**src/core/wrsf_params.svh**
```systemverilog
// Constants of the weight report string framer
`ifndef WRSF_PARAMS_SVH
`define WRSF_PARAMS_SVH
// Clock and baud rates
`define WRSF_CLK_HZ      100000000
`define WRSF_BAUD_9600   9600
`define WRSF_BAUD_4800   4800
`define WRSF_BAUD_2400   2400
`define WRSF_BAUD_1200   1200
`define WRSF_BAUD_115200 115200
`define WRSF_BAUD_57600  57600
`define WRSF_BAUD_38400  38400
`define WRSF_BAUD_19200  19200
// Baud selection codes
`define WRSF_BSEL_9600   4'h1
`define WRSF_BSEL_4800   4'h2
`define WRSF_BSEL_2400   4'h3
`define WRSF_BSEL_1200   4'h4
`define WRSF_BSEL_115200 4'h5
`define WRSF_BSEL_57600  4'h6
`define WRSF_BSEL_38400  4'h7
`define WRSF_BSEL_19200  4'h8
// Framing selection codes
`define WRSF_FSEL_N81    4'h1
`define WRSF_FSEL_O81    4'h2
`define WRSF_FSEL_O72    4'h3
`define WRSF_FSEL_O71    4'h4
`define WRSF_FSEL_E81    4'h5
`define WRSF_FSEL_E72    4'h6
`define WRSF_FSEL_E71    4'h7
`define WRSF_FSEL_N72    4'h8
`define WRSF_FSEL_N82    4'h9
// Reset and repeater presets
`define WRSF_RST_BSEL    4'h1
`define WRSF_RST_FSEL    4'h1
`define WRSF_RPT_BSEL    4'h2
`define WRSF_RPT_FSEL    4'h1
// Field widths in characters and the last scale index
`define WRSF_LEN_NODE    5'd2
`define WRSF_LEN_SCALE   5'd1
`define WRSF_LEN_CODE    5'd2
`define WRSF_LEN_VALUE   5'd8
`define WRSF_LEN_UNIT    5'd2
`define WRSF_LEN_DATE    5'd17
`define WRSF_LEN_ONE     5'd1
`define WRSF_LAST_SCALE  2'h3
// ASCII characters
`define WRSF_ASC_COMMA   8'h2c
`define WRSF_ASC_CR      8'h0d
`define WRSF_ASC_LF      8'h0a
`define WRSF_ASC_SPACE   8'h20
`define WRSF_ASC_ZERO    8'h30
`define WRSF_ASC_ONE     8'h31
`define WRSF_ASC_NUL     8'h00
// Two-character codes
`define WRSF_CODE_UNSTABLE  16'h5553
`define WRSF_CODE_STABLE    16'h5354
`define WRSF_CODE_OVER      16'h4f4c
`define WRSF_CODE_UNDER     16'h554c
`define WRSF_CODE_GROSS     16'h4753
`define WRSF_CODE_NET       16'h4e54
`define WRSF_CODE_MICROVOLT 16'h564c
`define WRSF_CODE_POINTS    16'h525a
`define WRSF_CODE_PRESET    16'h5054
`define WRSF_CODE_BLANK     16'h2020
`endif

```
**src/core/wrsf_pkg.sv**
```systemverilog
// Types shared by the weight report string framer
package wrsf_pkg;
  typedef enum logic [1:0] {
    FMT_STANDARD  = 2'h0,
    FMT_EXTENDED  = 2'h1,
    FMT_EXT_DATE  = 2'h2,
    FMT_MULTI     = 2'h3
  } wrsf_fmt_e;
  typedef enum logic [2:0] {
    COND_UNSTABLE   = 3'h0,
    COND_STABLE     = 3'h1,
    COND_OVER_RANGE = 3'h2,
    COND_UNDER_RANGE= 3'h3,
    COND_MICROVOLT  = 3'h4,
    COND_POINTS     = 3'h5
  } wrsf_cond_e;
  typedef enum logic [1:0] {
    TYPE_GROSS = 2'h0,
    TYPE_NET   = 2'h1,
    TYPE_MICROVOLT = 2'h2,
    TYPE_CONVERTER_POINTS = 2'h3
  } wrsf_type_e;
  typedef enum logic [1:0] {
    PAR_NONE = 2'h0,
    PAR_ODD  = 2'h1,
    PAR_EVEN = 2'h2
  } wrsf_par_e;
  // Body fields; one character each unless a length says otherwise
  typedef enum logic [3:0] {
    F_END, F_SCALE, F_COND, F_TYPE, F_WEIGHT, F_PT, F_TARE, F_ZERO,
    F_UNIT, F_COMMA, F_DSEP, F_DATE, F_GSEP, F_CR, F_LF
  } wrsf_field_e;
  // Leftmost character of a text field sits in the top byte
  typedef struct packed {
    wrsf_cond_e        cond;
    logic [7:0][7:0]   weight;
    logic [1:0][7:0]   unit;
  } wrsf_scale_s;
  typedef struct packed {
    wrsf_fmt_e         fmt;
    logic              to_host;
    logic [1:0][7:0]   node;
    logic [1:0]        active;
    wrsf_type_e        wtype;
    logic              preset;
    logic [7:0][7:0]   tare;
    logic [16:0][7:0]  date;
    wrsf_scale_s [3:0] scale;
  } wrsf_req_s;
  typedef struct packed {
    logic [16:0]       divisor;
    logic [3:0]        data_bits;
    wrsf_par_e         parity;
    logic [1:0]        stop_bits;
  } wrsf_port_cfg_s;
endpackage

```
**src/core/wrsf_framer.sv**
```systemverilog
// Weight report string framer and serial port configuration
`timescale 1ns/100ps
`include "wrsf_params.svh"
module wrsf_framer #(
  parameter int FIFO_DEPTH = 32
) (
  // Clock and reset
  input  wire logic                    clk_i,
  input  wire logic                    resetn_i,
  // Report request
  input  wire logic                    req_valid_i,
  output logic                         req_ready_o,
  input  wire wrsf_pkg::wrsf_req_s     req_i,
  input  wire logic                    rs485_mode_i,
  input  wire logic                    clock_card_i,
  // Character stream toward the serial transmitters
  output logic                         tx_valid_o,
  input  wire logic                    tx_ready_i,
  output logic       [7:0]             tx_data_o,
  output logic                         tx_to_host_o,
  // Port configuration writes
  input  wire logic                    cfg_wr_i,
  input  wire logic                    cfg_host_i,
  input  wire logic  [3:0]             cfg_baud_i,
  input  wire logic  [3:0]             cfg_frame_i,
  input  wire logic                    prn_repeater_i,
  input  wire logic                    host_on_com2_i,
  // Port configuration and bit-rate ticks
  output wrsf_pkg::wrsf_port_cfg_s     com1_cfg_o,
  output wrsf_pkg::wrsf_port_cfg_s     com2_cfg_o,
  output logic                         com1_is_host_o,
  output logic       [1:0]             bit_tick_o
);
  typedef enum logic [2:0] {
    ST_IDLE   = 3'b001,
    ST_PREFIX = 3'b010,
    ST_BODY   = 3'b100
  } wrsf_state_e;

  wrsf_state_e             st_reg;
  wrsf_pkg::wrsf_req_s     req_reg;
  logic                    date_en_reg;
  logic [3:0]              step_reg;
  logic [4:0]              chr_reg;
  logic [1:0]              grp_reg;
  wrsf_pkg::wrsf_field_e   fld;
  wrsf_pkg::wrsf_scale_s   cur;
  logic [4:0]              fld_len;
  logic                    skip;
  logic                    emit;
  logic                    adv;
  logic [7:0]              chr;
  logic                    fifo_in_ready;
  wrsf_pkg::wrsf_port_cfg_s host_cfg_reg;
  wrsf_pkg::wrsf_port_cfg_s prn_cfg_reg;
  logic                    rpt_prev_reg;
  wrsf_pkg::wrsf_port_cfg_s wr_frame;
  wrsf_pkg::wrsf_port_cfg_s rpt_frame;
  logic [16:0]             wr_div;

  // Field order per format; table step index to field
  function automatic wrsf_pkg::wrsf_field_e field_at(
      input wrsf_pkg::wrsf_fmt_e fmt, input logic [3:0] s);
    wrsf_pkg::wrsf_field_e f;
    f = wrsf_pkg::F_END;
    case (fmt)
      wrsf_pkg::FMT_STANDARD: begin
        case (s)
          4'h0: f = wrsf_pkg::F_COND;
          4'h1: f = wrsf_pkg::F_COMMA;
          4'h2: f = wrsf_pkg::F_TYPE;
          4'h3: f = wrsf_pkg::F_COMMA;
          4'h4: f = wrsf_pkg::F_WEIGHT;
          4'h5: f = wrsf_pkg::F_COMMA;
          4'h6: f = wrsf_pkg::F_UNIT;
          4'h7: f = wrsf_pkg::F_CR;
          4'h8: f = wrsf_pkg::F_LF;
          default: f = wrsf_pkg::F_END;
        endcase
      end
      wrsf_pkg::FMT_MULTI: begin
        case (s)
          4'h0: f = wrsf_pkg::F_COND;
          4'h1: f = wrsf_pkg::F_COMMA;
          4'h2: f = wrsf_pkg::F_WEIGHT;
          4'h3: f = wrsf_pkg::F_COMMA;
          4'h4: f = wrsf_pkg::F_UNIT;
          4'h5: f = wrsf_pkg::F_GSEP;
          4'h6: f = wrsf_pkg::F_CR;
          4'h7: f = wrsf_pkg::F_LF;
          default: f = wrsf_pkg::F_END;
        endcase
      end
      default: begin
        case (s)
          4'h0: f = wrsf_pkg::F_SCALE;
          4'h1: f = wrsf_pkg::F_COND;
          4'h2: f = wrsf_pkg::F_COMMA;
          4'h3: f = wrsf_pkg::F_WEIGHT;
          4'h4: f = wrsf_pkg::F_COMMA;
          4'h5: f = wrsf_pkg::F_PT;
          4'h6: f = wrsf_pkg::F_TARE;
          4'h7: f = wrsf_pkg::F_COMMA;
          4'h8: f = wrsf_pkg::F_ZERO;
          4'h9: f = wrsf_pkg::F_COMMA;
          4'ha: f = wrsf_pkg::F_UNIT;
          4'hb: f = wrsf_pkg::F_DSEP;
          4'hc: f = wrsf_pkg::F_DATE;
          4'hd: f = wrsf_pkg::F_CR;
          4'he: f = wrsf_pkg::F_LF;
          default: f = wrsf_pkg::F_END;
        endcase
      end
    endcase
    return f;
  endfunction

  // Condition code; over and under range come out in every format, multi-scale strings included
  function automatic logic [15:0] cond_code(input wrsf_pkg::wrsf_cond_e c);
    logic [15:0] r;
    case (c)
      wrsf_pkg::COND_STABLE:      r = `WRSF_CODE_STABLE;
      wrsf_pkg::COND_OVER_RANGE:  r = `WRSF_CODE_OVER;
      wrsf_pkg::COND_UNDER_RANGE: r = `WRSF_CODE_UNDER;
      wrsf_pkg::COND_MICROVOLT:   r = `WRSF_CODE_MICROVOLT;
      wrsf_pkg::COND_POINTS:      r = `WRSF_CODE_POINTS;
      default:                    r = `WRSF_CODE_UNSTABLE;
    endcase
    return r;
  endfunction

  // Blank fill keeps fixed columns for short numbers
  function automatic logic [7:0] pad(input logic [7:0] c);
    return (c == `WRSF_ASC_NUL) ? `WRSF_ASC_SPACE : c;
  endfunction

  // Current scale group and field decode
  always_comb begin
    fld  = field_at(req_reg.fmt, step_reg);
    cur  = req_reg.scale[(req_reg.fmt == wrsf_pkg::FMT_MULTI) ?
                         grp_reg : req_reg.active];
    case (fld)
      wrsf_pkg::F_COND, wrsf_pkg::F_TYPE,
      wrsf_pkg::F_PT, wrsf_pkg::F_UNIT: fld_len = `WRSF_LEN_CODE;
      wrsf_pkg::F_WEIGHT, wrsf_pkg::F_TARE: fld_len = `WRSF_LEN_VALUE;
      wrsf_pkg::F_DATE:                   fld_len = `WRSF_LEN_DATE;
      default:                            fld_len = `WRSF_LEN_ONE;
    endcase
    // Date parts drop out unless both conditions held at request time
    skip = ((fld == wrsf_pkg::F_DSEP || fld == wrsf_pkg::F_DATE) &&
            !date_en_reg) ||
           (fld == wrsf_pkg::F_GSEP && grp_reg == `WRSF_LAST_SCALE);
  end

  // Character at the current position; index 0 is the leftmost
  always_comb begin
    logic [4:0] hi;
    hi  = fld_len - 5'd1 - chr_reg;
    chr = `WRSF_ASC_COMMA;
    if (st_reg == ST_PREFIX) begin
      chr = req_reg.node[1 - chr_reg[0]];
    end else begin
      case (fld)
        wrsf_pkg::F_SCALE:  chr = `WRSF_ASC_ONE + {6'h00, req_reg.active};
        wrsf_pkg::F_COND:   chr = 8'(cond_code(cur.cond) >> {hi[0], 3'h0});
        wrsf_pkg::F_TYPE: begin
          case (req_reg.wtype)
            wrsf_pkg::TYPE_NET:
              chr = 8'(`WRSF_CODE_NET >> {hi[0], 3'h0});
            wrsf_pkg::TYPE_MICROVOLT:
              chr = 8'(`WRSF_CODE_MICROVOLT >> {hi[0], 3'h0});
            wrsf_pkg::TYPE_CONVERTER_POINTS:
              chr = 8'(`WRSF_CODE_POINTS >> {hi[0], 3'h0});
            default:
              chr = 8'(`WRSF_CODE_GROSS >> {hi[0], 3'h0});
          endcase
        end
        wrsf_pkg::F_WEIGHT: chr = pad(cur.weight[hi[2:0]]);
        wrsf_pkg::F_PT:     chr = 8'((req_reg.preset ? `WRSF_CODE_PRESET :
                                   `WRSF_CODE_BLANK) >> {hi[0], 3'h0});
        wrsf_pkg::F_TARE:   chr = pad(req_reg.tare[hi[2:0]]);
        wrsf_pkg::F_ZERO:   chr = `WRSF_ASC_ZERO;
        wrsf_pkg::F_UNIT:   chr = pad(cur.unit[hi[0]]);
        wrsf_pkg::F_DATE:   chr = req_reg.date[hi];
        wrsf_pkg::F_CR:     chr = `WRSF_ASC_CR;
        wrsf_pkg::F_LF:     chr = `WRSF_ASC_LF;
        default:            chr = `WRSF_ASC_COMMA;
      endcase
    end
  end

  // A character leaves only when the FIFO can take it
  assign emit = (st_reg == ST_PREFIX) ||
                (st_reg == ST_BODY && fld != wrsf_pkg::F_END && !skip);
  assign adv  = emit && fifo_in_ready;
  assign req_ready_o = (st_reg == ST_IDLE);

  // Request capture; options are frozen for the whole string
  always_ff @(posedge clk_i or negedge resetn_i) begin
    if (!resetn_i) begin
      req_reg     <= '0;
      date_en_reg <= 1'b0;
    end else if (req_valid_i && req_ready_o) begin
      req_reg     <= req_i;
      date_en_reg <= (req_i.fmt == wrsf_pkg::FMT_EXT_DATE) &&
                     clock_card_i;
    end
  end

  // Sequencer state machine
  always_ff @(posedge clk_i or negedge resetn_i) begin
    if (!resetn_i) begin
      st_reg   <= ST_IDLE;
      step_reg <= '0;
      chr_reg  <= '0;
      grp_reg  <= '0;
    end else begin
      case (st_reg)
        ST_IDLE: begin
          step_reg <= '0;
          chr_reg  <= '0;
          grp_reg  <= '0;
          if (req_valid_i) begin
            st_reg <= rs485_mode_i ? ST_PREFIX : ST_BODY;
          end
        end
        ST_PREFIX: begin
          if (adv) begin
            if (chr_reg == `WRSF_LEN_NODE - 5'd1) begin
              chr_reg <= '0;
              st_reg  <= ST_BODY;
            end else begin
              chr_reg <= chr_reg + 5'd1;
            end
          end
        end
        ST_BODY: begin
          if (fld == wrsf_pkg::F_END) begin
            st_reg <= ST_IDLE;
          end else if (skip || (adv && chr_reg == fld_len - 5'd1)) begin
            chr_reg <= '0;
            // Group separator loops back for the next scale
            if (fld == wrsf_pkg::F_GSEP && !skip) begin
              step_reg <= '0;
              grp_reg  <= grp_reg + 2'd1;
            end else begin
              step_reg <= step_reg + 4'd1;
            end
          end else if (adv) begin
            chr_reg <= chr_reg + 5'd1;
          end
        end
        default: st_reg <= ST_IDLE;
      endcase
    end
  end

  // Output buffer; a stalled drain stalls the sequencer
  wrsf_fifo #(
    .WIDTH (9),
    .DEPTH (FIFO_DEPTH)
  ) u_fifo (
    .clk_i       (clk_i),
    .resetn_i    (resetn_i),
    .in_valid_i  (emit),
    .in_ready_o  (fifo_in_ready),
    .in_data_i   ({req_reg.to_host, chr}),
    .out_valid_o (tx_valid_o),
    .out_ready_i (tx_ready_i),
    .out_data_o  ({tx_to_host_o, tx_data_o})
  );

  // Baud code to clock divisor, rounded; unknown codes report zero
  function automatic logic [16:0] baud_div(input logic [3:0] c);
    int b;
    case (c)
      `WRSF_BSEL_9600:   b = `WRSF_BAUD_9600;
      `WRSF_BSEL_4800:   b = `WRSF_BAUD_4800;
      `WRSF_BSEL_2400:   b = `WRSF_BAUD_2400;
      `WRSF_BSEL_1200:   b = `WRSF_BAUD_1200;
      `WRSF_BSEL_115200: b = `WRSF_BAUD_115200;
      `WRSF_BSEL_57600:  b = `WRSF_BAUD_57600;
      `WRSF_BSEL_38400:  b = `WRSF_BAUD_38400;
      `WRSF_BSEL_19200:  b = `WRSF_BAUD_19200;
      default:           b = 0;
    endcase
    return (b == 0) ? 17'h00000 : 17'((`WRSF_CLK_HZ + b / 2) / b);
  endfunction

  // Framing code to data bits, parity, stop bits; zero bits means invalid
  function automatic wrsf_pkg::wrsf_port_cfg_s frame_of(
      input logic [3:0] c);
    wrsf_pkg::wrsf_port_cfg_s f;
    f = '0;
    case (c)
      `WRSF_FSEL_N81: f = '{17'h0, 4'h8, wrsf_pkg::PAR_NONE, 2'h1};
      `WRSF_FSEL_O81: f = '{17'h0, 4'h8, wrsf_pkg::PAR_ODD,  2'h1};
      `WRSF_FSEL_O72: f = '{17'h0, 4'h7, wrsf_pkg::PAR_ODD,  2'h2};
      `WRSF_FSEL_O71: f = '{17'h0, 4'h7, wrsf_pkg::PAR_ODD,  2'h1};
      `WRSF_FSEL_E81: f = '{17'h0, 4'h8, wrsf_pkg::PAR_EVEN, 2'h1};
      `WRSF_FSEL_E72: f = '{17'h0, 4'h7, wrsf_pkg::PAR_EVEN, 2'h2};
      `WRSF_FSEL_E71: f = '{17'h0, 4'h7, wrsf_pkg::PAR_EVEN, 2'h1};
      `WRSF_FSEL_N72: f = '{17'h0, 4'h7, wrsf_pkg::PAR_NONE, 2'h2};
      `WRSF_FSEL_N82: f = '{17'h0, 4'h8, wrsf_pkg::PAR_NONE, 2'h2};
      default:        f = '0;
    endcase
    return f;
  endfunction

  // Decoded write codes and repeater framing, read field by field below
  assign wr_div    = baud_div(cfg_baud_i);
  assign wr_frame  = frame_of(cfg_frame_i);
  assign rpt_frame = frame_of(`WRSF_RPT_FSEL);

  // Port settings; an invalid code leaves that part unchanged
  always_ff @(posedge clk_i or negedge resetn_i) begin
    if (!resetn_i) begin
      host_cfg_reg <= '{17'(`WRSF_CLK_HZ / `WRSF_BAUD_9600), 4'h8,
                        wrsf_pkg::PAR_NONE, 2'h1};
      prn_cfg_reg  <= '{17'(`WRSF_CLK_HZ / `WRSF_BAUD_9600), 4'h8,
                        wrsf_pkg::PAR_NONE, 2'h1};
      rpt_prev_reg <= 1'b0;
    end else begin
      rpt_prev_reg <= prn_repeater_i;
      if (prn_repeater_i && !rpt_prev_reg) begin
        // Preset only on entry, so later writes still take effect
        prn_cfg_reg <= '{baud_div(`WRSF_RPT_BSEL), rpt_frame.data_bits,
                         rpt_frame.parity, rpt_frame.stop_bits};
      end else if (cfg_wr_i) begin
        if (cfg_host_i) begin
          if (wr_div != 17'h0) begin
            host_cfg_reg.divisor <= wr_div;
          end
          if (wr_frame.data_bits != 4'h0) begin
            host_cfg_reg.data_bits <= wr_frame.data_bits;
            host_cfg_reg.parity    <= wr_frame.parity;
            host_cfg_reg.stop_bits <= wr_frame.stop_bits;
          end
        end else begin
          if (wr_div != 17'h0) begin
            prn_cfg_reg.divisor <= wr_div;
          end
          if (wr_frame.data_bits != 4'h0) begin
            prn_cfg_reg.data_bits <= wr_frame.data_bits;
            prn_cfg_reg.parity    <= wr_frame.parity;
            prn_cfg_reg.stop_bits <= wr_frame.stop_bits;
          end
        end
      end
    end
  end

  // Exactly one port takes the host role at any time
  assign com1_is_host_o = !host_on_com2_i;
  assign com1_cfg_o = host_on_com2_i ? prn_cfg_reg : host_cfg_reg;
  assign com2_cfg_o = host_on_com2_i ? host_cfg_reg : prn_cfg_reg;

  // Bit-rate enable pulse per physical port
  generate
    for (genvar p = 0; p < 2; p++) begin : g_tick
      logic [16:0] cnt_reg;
      logic [16:0] div;
      assign div = (p == 0) ? com1_cfg_o.divisor : com2_cfg_o.divisor;
      always_ff @(posedge clk_i or negedge resetn_i) begin
        if (!resetn_i) begin
          cnt_reg       <= '0;
          bit_tick_o[p] <= 1'b0;
        end else if (cnt_reg >= div - 17'h1) begin
          cnt_reg       <= '0;
          bit_tick_o[p] <= 1'b1;
        end else begin
          cnt_reg       <= cnt_reg + 17'h1;
          bit_tick_o[p] <= 1'b0;
        end
      end
    end
  endgenerate
endmodule // wrsf_framer

```
**src/core/wrsf_fifo.sv**
```systemverilog
// FIFO of WIDTH-bit entries with a registered read stage
`timescale 1ns/100ps
module wrsf_fifo #(
  parameter int WIDTH = 9,
  parameter int DEPTH = 32
) (
  // Clock and reset
  input  wire logic             clk_i,
  input  wire logic             resetn_i,
  // Fill side
  input  wire logic             in_valid_i,
  output logic                  in_ready_o,
  input  wire logic [WIDTH-1:0] in_data_i,
  // Drain side
  output logic                  out_valid_o,
  input  wire logic             out_ready_i,
  output logic      [WIDTH-1:0] out_data_o
);
  localparam int AW = $clog2(DEPTH);
  logic [WIDTH-1:0] mem_reg [DEPTH];
  logic [AW-1:0]    wr_ptr_reg;
  logic [AW-1:0]    rd_ptr_reg;
  logic [AW:0]      count_reg;
  logic             push;
  logic             pop;

  // Pop whenever the output stage is empty or being drained
  assign in_ready_o = (count_reg != DEPTH[AW:0]);
  assign push = in_valid_i && in_ready_o;
  assign pop  = (count_reg != '0) && (!out_valid_o || out_ready_i);

  // Storage has no reset; pointers, fill count and read stage carry state
  always_ff @(posedge clk_i) begin
    if (push) begin
      mem_reg[wr_ptr_reg] <= in_data_i;
    end
  end

  // Pointers and fill count
  always_ff @(posedge clk_i or negedge resetn_i) begin
    if (!resetn_i) begin
      wr_ptr_reg <= '0;
      rd_ptr_reg <= '0;
      count_reg  <= '0;
    end else begin
      if (push) begin
        wr_ptr_reg <= (wr_ptr_reg == AW'(DEPTH - 1)) ? '0 : wr_ptr_reg + 1'b1;
      end
      if (pop) begin
        rd_ptr_reg <= (rd_ptr_reg == AW'(DEPTH - 1)) ? '0 : rd_ptr_reg + 1'b1;
      end
      count_reg <= count_reg + {{AW{1'b0}}, push} - {{AW{1'b0}}, pop};
    end
  end

  // Registered read stage
  always_ff @(posedge clk_i or negedge resetn_i) begin
    if (!resetn_i) begin
      out_valid_o <= 1'b0;
      out_data_o  <= '0;
    end else if (pop) begin
      out_valid_o <= 1'b1;
      out_data_o  <= mem_reg[rd_ptr_reg];
    end else if (out_ready_i) begin
      out_valid_o <= 1'b0;
    end
  end
endmodule // wrsf_fifo

```
**config.mk**
```make
export PLATFORM = sky130hd
export DESIGN_NAME = wrsf_framer
export DESIGN_NICKNAME = d
export VERILOG_FILES = /design/src/core/wrsf_pkg.sv /design/src/core/wrsf_framer.sv /design/src/core/wrsf_fifo.sv
export VERILOG_INCLUDE_DIRS = /design/src /design/src/core
export SDC_FILE = /design/constraint.sdc
export NUM_CORES = 2
export LEC_CHECK = 0
export ABC_AREA = 1
export BUFFER_PORTS_ARGS = -buffer_cell sky130_fd_sc_hd__buf_2
export CORE_MARGIN = 3
export CORE_UTILIZATION = 61
export CTS_CLUSTER_DIAMETER = 50
export DETAILED_ROUTE_END_ITERATION = 10
export PLACE_DENSITY = 0.82
export SLEW_MARGIN = 0
export SYNTH_ARGS = -nofsm -noshare
export SYNTH_HDL_FRONTEND = slang
export SYNTH_SLANG_ARGS = --single-unit
```
**constraint.sdc**
```tcl
create_clock -name clk_i -period 7.35 [get_ports clk_i]
set_clock_uncertainty 0.1 [all_clocks]
set_input_delay 0.3675 -clock clk_i [delete_from_list [all_inputs] [get_ports clk_i]]
set_output_delay 0.3675 -clock clk_i [all_outputs]
set_load 0.1 [all_outputs]
```
==> metrics.txt, run 1 <==
outcome=aborted with a tool error; Stopped at=5_1_grt; Tool Error=[ERROR GRT-0116] Global routing finished with congestion. Check the congestion regions in the DRC Viewer.; Async SR Flop Fraction=70.2%; first-pass GRT wire length=532 mm; Avg Cell Area, Syn=7.72 um2; Sink Count=968; routability cong.=0.968; Root Buffer=clkbuf_16; GRT Overall Usage=66.0%; Netlist cell types=93; EDFF count, synth=288; synthesized area=0.0630 mm2; largest family of logic cells by synthesized area=simple AND/OR/NAND/NOR gates; vias in the first global route=89628; total CTS buffers=103; YS warnings=0; Post-Synth Simple-Gate Area=28.3%; compound-cell area share of the yosys netlist=13.3%; detailed placer's ending HPWL=156 mm; number of I/O port buffers=637; Die Wd=327 um; largest net degree at the start of global routing=226; sequential share of the synthesized area=40.8%; DP Cell Count=10997; mux cell area share after synthesis=0%; grt ovf=43; adder-cell share of the synthesized area=7.45%; Primary FF master, synth=dfrtp_1; CTS Buffer Depth=3; Starting Density=61.7%; y dimension of the die=327 um; Synth Instances=8164; Synth Area in XOR/XNOR=3.63%; Top-Level Pins=638; H-tree Lvls=3; Seq cells post-synth=968; # rows=117
## layer usage
metal | overflow | GRT usage [%]
met1 | 1 | 66.0
met2 | 16 | 86.9
met3 | 1 | 46.6
met4 | 25 | 62.9
met5 | 0 | 16.8
## Yosys cell counts, types with 28 or more instances
cell,instances,area (um2)
a21o_1,28,210
a21oi_1,426,2130
clkbuf_1,304,1140
dfrtp_1,665,16600
edfxtp_1,288,8650
ha_1,372,4650
inv_1,590,2210
inv_2,40,150
nand2_1,2867,10800
nand2_2,76,475
nand2_4,33,372
nand3_1,287,1440
nand3_2,51,510
nand4_1,86,538
nor2_1,484,1820
nor2_2,37,231
nor3_1,60,300
o211ai_1,28,210
o21ai_0,524,2620
o21ai_1,46,230
o21bai_1,29,218
o221ai_1,115,1010
o22ai_1,52,325
or2_2,44,275
xnor2_1,94,823
xor2_1,165,1450
## cell families after synthesis
logic type / after synthesis
xor+xnor: 260
flops: 968
simple gates: 4132
buf+inv: 1011
fa+ha+maj: 374
compound gates: 1417
other cells: 2
## what timing repair did
| action | in CTS |
|---|---|
| pin swaps | 239 |
| cloned | 12 |
| resized for setup | 380 |
| setup endpoints to repair | 34 |
| setup buffers | 600 |
| endpoints found under the hold margin | 651 |
| hold buffers | 569 |
## per-stage QoR
stage	setup slack (ps)	hold WS, ps	instance area [um2]	util [%]
2_1_floorplan	-47940	-28.1	64000	-
4_1_cts	-41550	4.95	91700	89.7
3_5_place_dp	-45820	301	76100	74.5
3_3_place_gp	-43120	297	76100	74.5
==> run 2: changes to the inputs <==
- CORE_UTILIZATION: 61 -> 40
- CTS_CLUSTER_DIAMETER: 50 -> default
- PLACE_DENSITY: 0.82 -> default
- PLACE_DENSITY_LB_ADDON: default -> 0.15
==> metrics.txt, run 2 <==
Routed Wire Length=244 mm; post-route design area=0.0933 mm2; max-capacitance violation count=0; initial antenna violation count=32; Top-Level Pins=638; WHS=58.7 ps; R2R cell count=28; # rows=145; Core Area=0.156 mm2; routed length per instance=18.7 um; crit path DAT=51350 ps; Slowest-stage cell, CP=ha_1; Slew Viols, Final=0; period utilization=692%; nets=11806; slew of the pin with the lowest slew margin=1240 ps; outcome=finished with violations; total CTS buffers=107; type of origin of the critical path=input pin; final worst slack=-43500 ps; routability cong.=0.902; placed cell area=0.0774 mm2; vias post-DR=67574; Finished Layout Cells=13032; dominant cell type by area after synthesis=dfrtp_1; drt first pass iters=5; EDFF count, synth=288; DP Cell Count=11728; Synth Instances=8164; Seq cells post-synth=968; DR vias/cell=5.19; Sink Count=968; worst-skew pair later-pin latency=750 ps; YS warnings=0; Async SR Flop Fraction=70.2%; GRT Overall Usage=28.8%; CP Max Fanout=16; largest net degree at the start of global routing=219; layout cells sized above 1=31.2%; Yosys top cell area share=26.4%; CP peak stage delay=350 ps; RSZ-0062 raised after global routing=true; vias in the first global route=67353; global routing's busiest layer=met2; r2r endpoint=u_fifo.mem_reg[24][6]; Worst path most repeated cell=buf_4; most frequent cells after synthesis=nand2_1 (2867), dfrtp_1 (665), inv_1 (590), o21ai_0 (524), nor2_1 (484); detailed-route DRC error count=0; CTS Buffer Depth=3; Max-slew headroom=17.1%; failing checks=negative setup slack; Area Overhead vs Synth=48.1%; commonest non-fill, non-tap cell in the layout=nand2_1; Avg Cell Area, Syn=7.72 um2; synthesized area=0.0630 mm2; R2R setup slack=370 ps; met1 Use GR=36.2%; Root Buffer=clkbuf_16; count leader, synth=nand2_1; reg2reg start=step_reg[0]; grt ovf=0; synth top area cells=dfrtp_1 (26%), nand2_1 (17%), edfxtp_1 (14%); Max Freq=19.7 MHz; Starting Density=40.3%; final setup vio count=34; commonest cells after routing, fill and taps aside=nand2_1 (2743), buf_4 (1625), dfrtp_1 (661); fillcell total=13571; number of I/O port buffers=637; first-pass GRT wire length=372 mm; Final ANT Viol Nets=0; worst path required time=7850 ps; Reg clk slew, reported paths=60 ps; Final Hold Fails=0; CP Class=input pin to flop; met3 usage=4.06%; Primary FF master, synth=dfrtp_1; sequential share of the synthesized area=40.8%; max reg flops=556; minimum clock period=50850 ps; dpl ws=-45730 ps; GR Util met2=49.2%; Netlist cell types=93; DRT iter0 DRCs=4891; Die Wd=403 um; min-delay worst type=input pin to asynchronous set/reset pin; detailed placer's ending HPWL=163 mm; y dimension of the die=403 um; Die ar.=0.162 mm2; H-tree Lvls=3; CP endpoint kind=flop; CTS tree=built
## run 2: cell counts after synthesis
Identical to the previous run, type by type.
## run 2: cells by family (layout without fill, tap and decap cells)
logic type	count (synthesis)	in the layout	synth area share, %
buffers and inverters	1011	3775	6.54
and+or+nand+nor	4132	4136	28.3
xor gates and xnor gates	260	260	3.63
DFF	968	968	40.8
adders and majority gates	374	374	7.45
other	2	44	0.0119
AOI/OAI and AO/OA	1417	1417	13.3
## run 2: repair_timing
item	in CTS	in global routing
pin swaps	191	302
gates cloned	7	2
setup buffers	360	160
endpoints found under the setup margin	98	258
hold endpoints to repair	638	0
gates resized for setup	269	384
hold buffers	570	0
## run 2: cell type report
class	instances	area (um2)	area share, %
antenna	30	75.1	0.0804
clock buffer	170	3220	3.45
clock inverter	25	378	0.405
inverter	660	2660	2.85
multi-input combinational	6201	36300	38.9
sequential	968	25700	27.5
tap	2058	2570	2.76
timing repair buffer	2918	22400	24.0
timing repair inverter	2	15.0	0.0161
## run 2: through the flow
| stage | util (%) | setup TNS, ps |
|---|---|---|
| global route | 59.7 | -920150 |
| global placement | 49.5 | -866040 |
| finish | 59.7 | -850650 |
| floorplan | - | -916430 |
| CTS | 57.9 | -813010 |
| detailed placement | 49.5 | -899360 |
## run 2: metal layers
metal	routed length, um	part of all wire, %
met5	68	0.028
met4	12100	5.0
met3	13100	5.4
met2	118000	48
met1	100000	41
## run 2: worst max path at each step
stage,startpoint,endpoint,slack (ps),cells past startpoint
finish,cfg_baud_i[0],host_cfg_reg[8],-43500,435
global route,cfg_baud_i[0],host_cfg_reg[8],-46990,444
CTS,cfg_baud_i[1],host_cfg_reg[8],-42030,446
detailed placement,cfg_baud_i[0],host_cfg_reg[8],-45730,439
global placement,cfg_baud_i[0],host_cfg_reg[8],-44120,440
floorplan,cfg_baud_i[0],prn_cfg_reg[8],-47940,477
## run 2: critical path, delay by kind of cell
family / cells / cell delay, ps
compound gates: 117 / 16540
fa+ha+maj: 27 / 6940
simple gates: 175 / 15750
buf+inv: 113 / 11100
xor+xnor: 3 / 560
Power of run 2 is left out: the tool's default activity adds up to more than one toggle a clock period on the data nets, which glitch-free logic cannot reach.
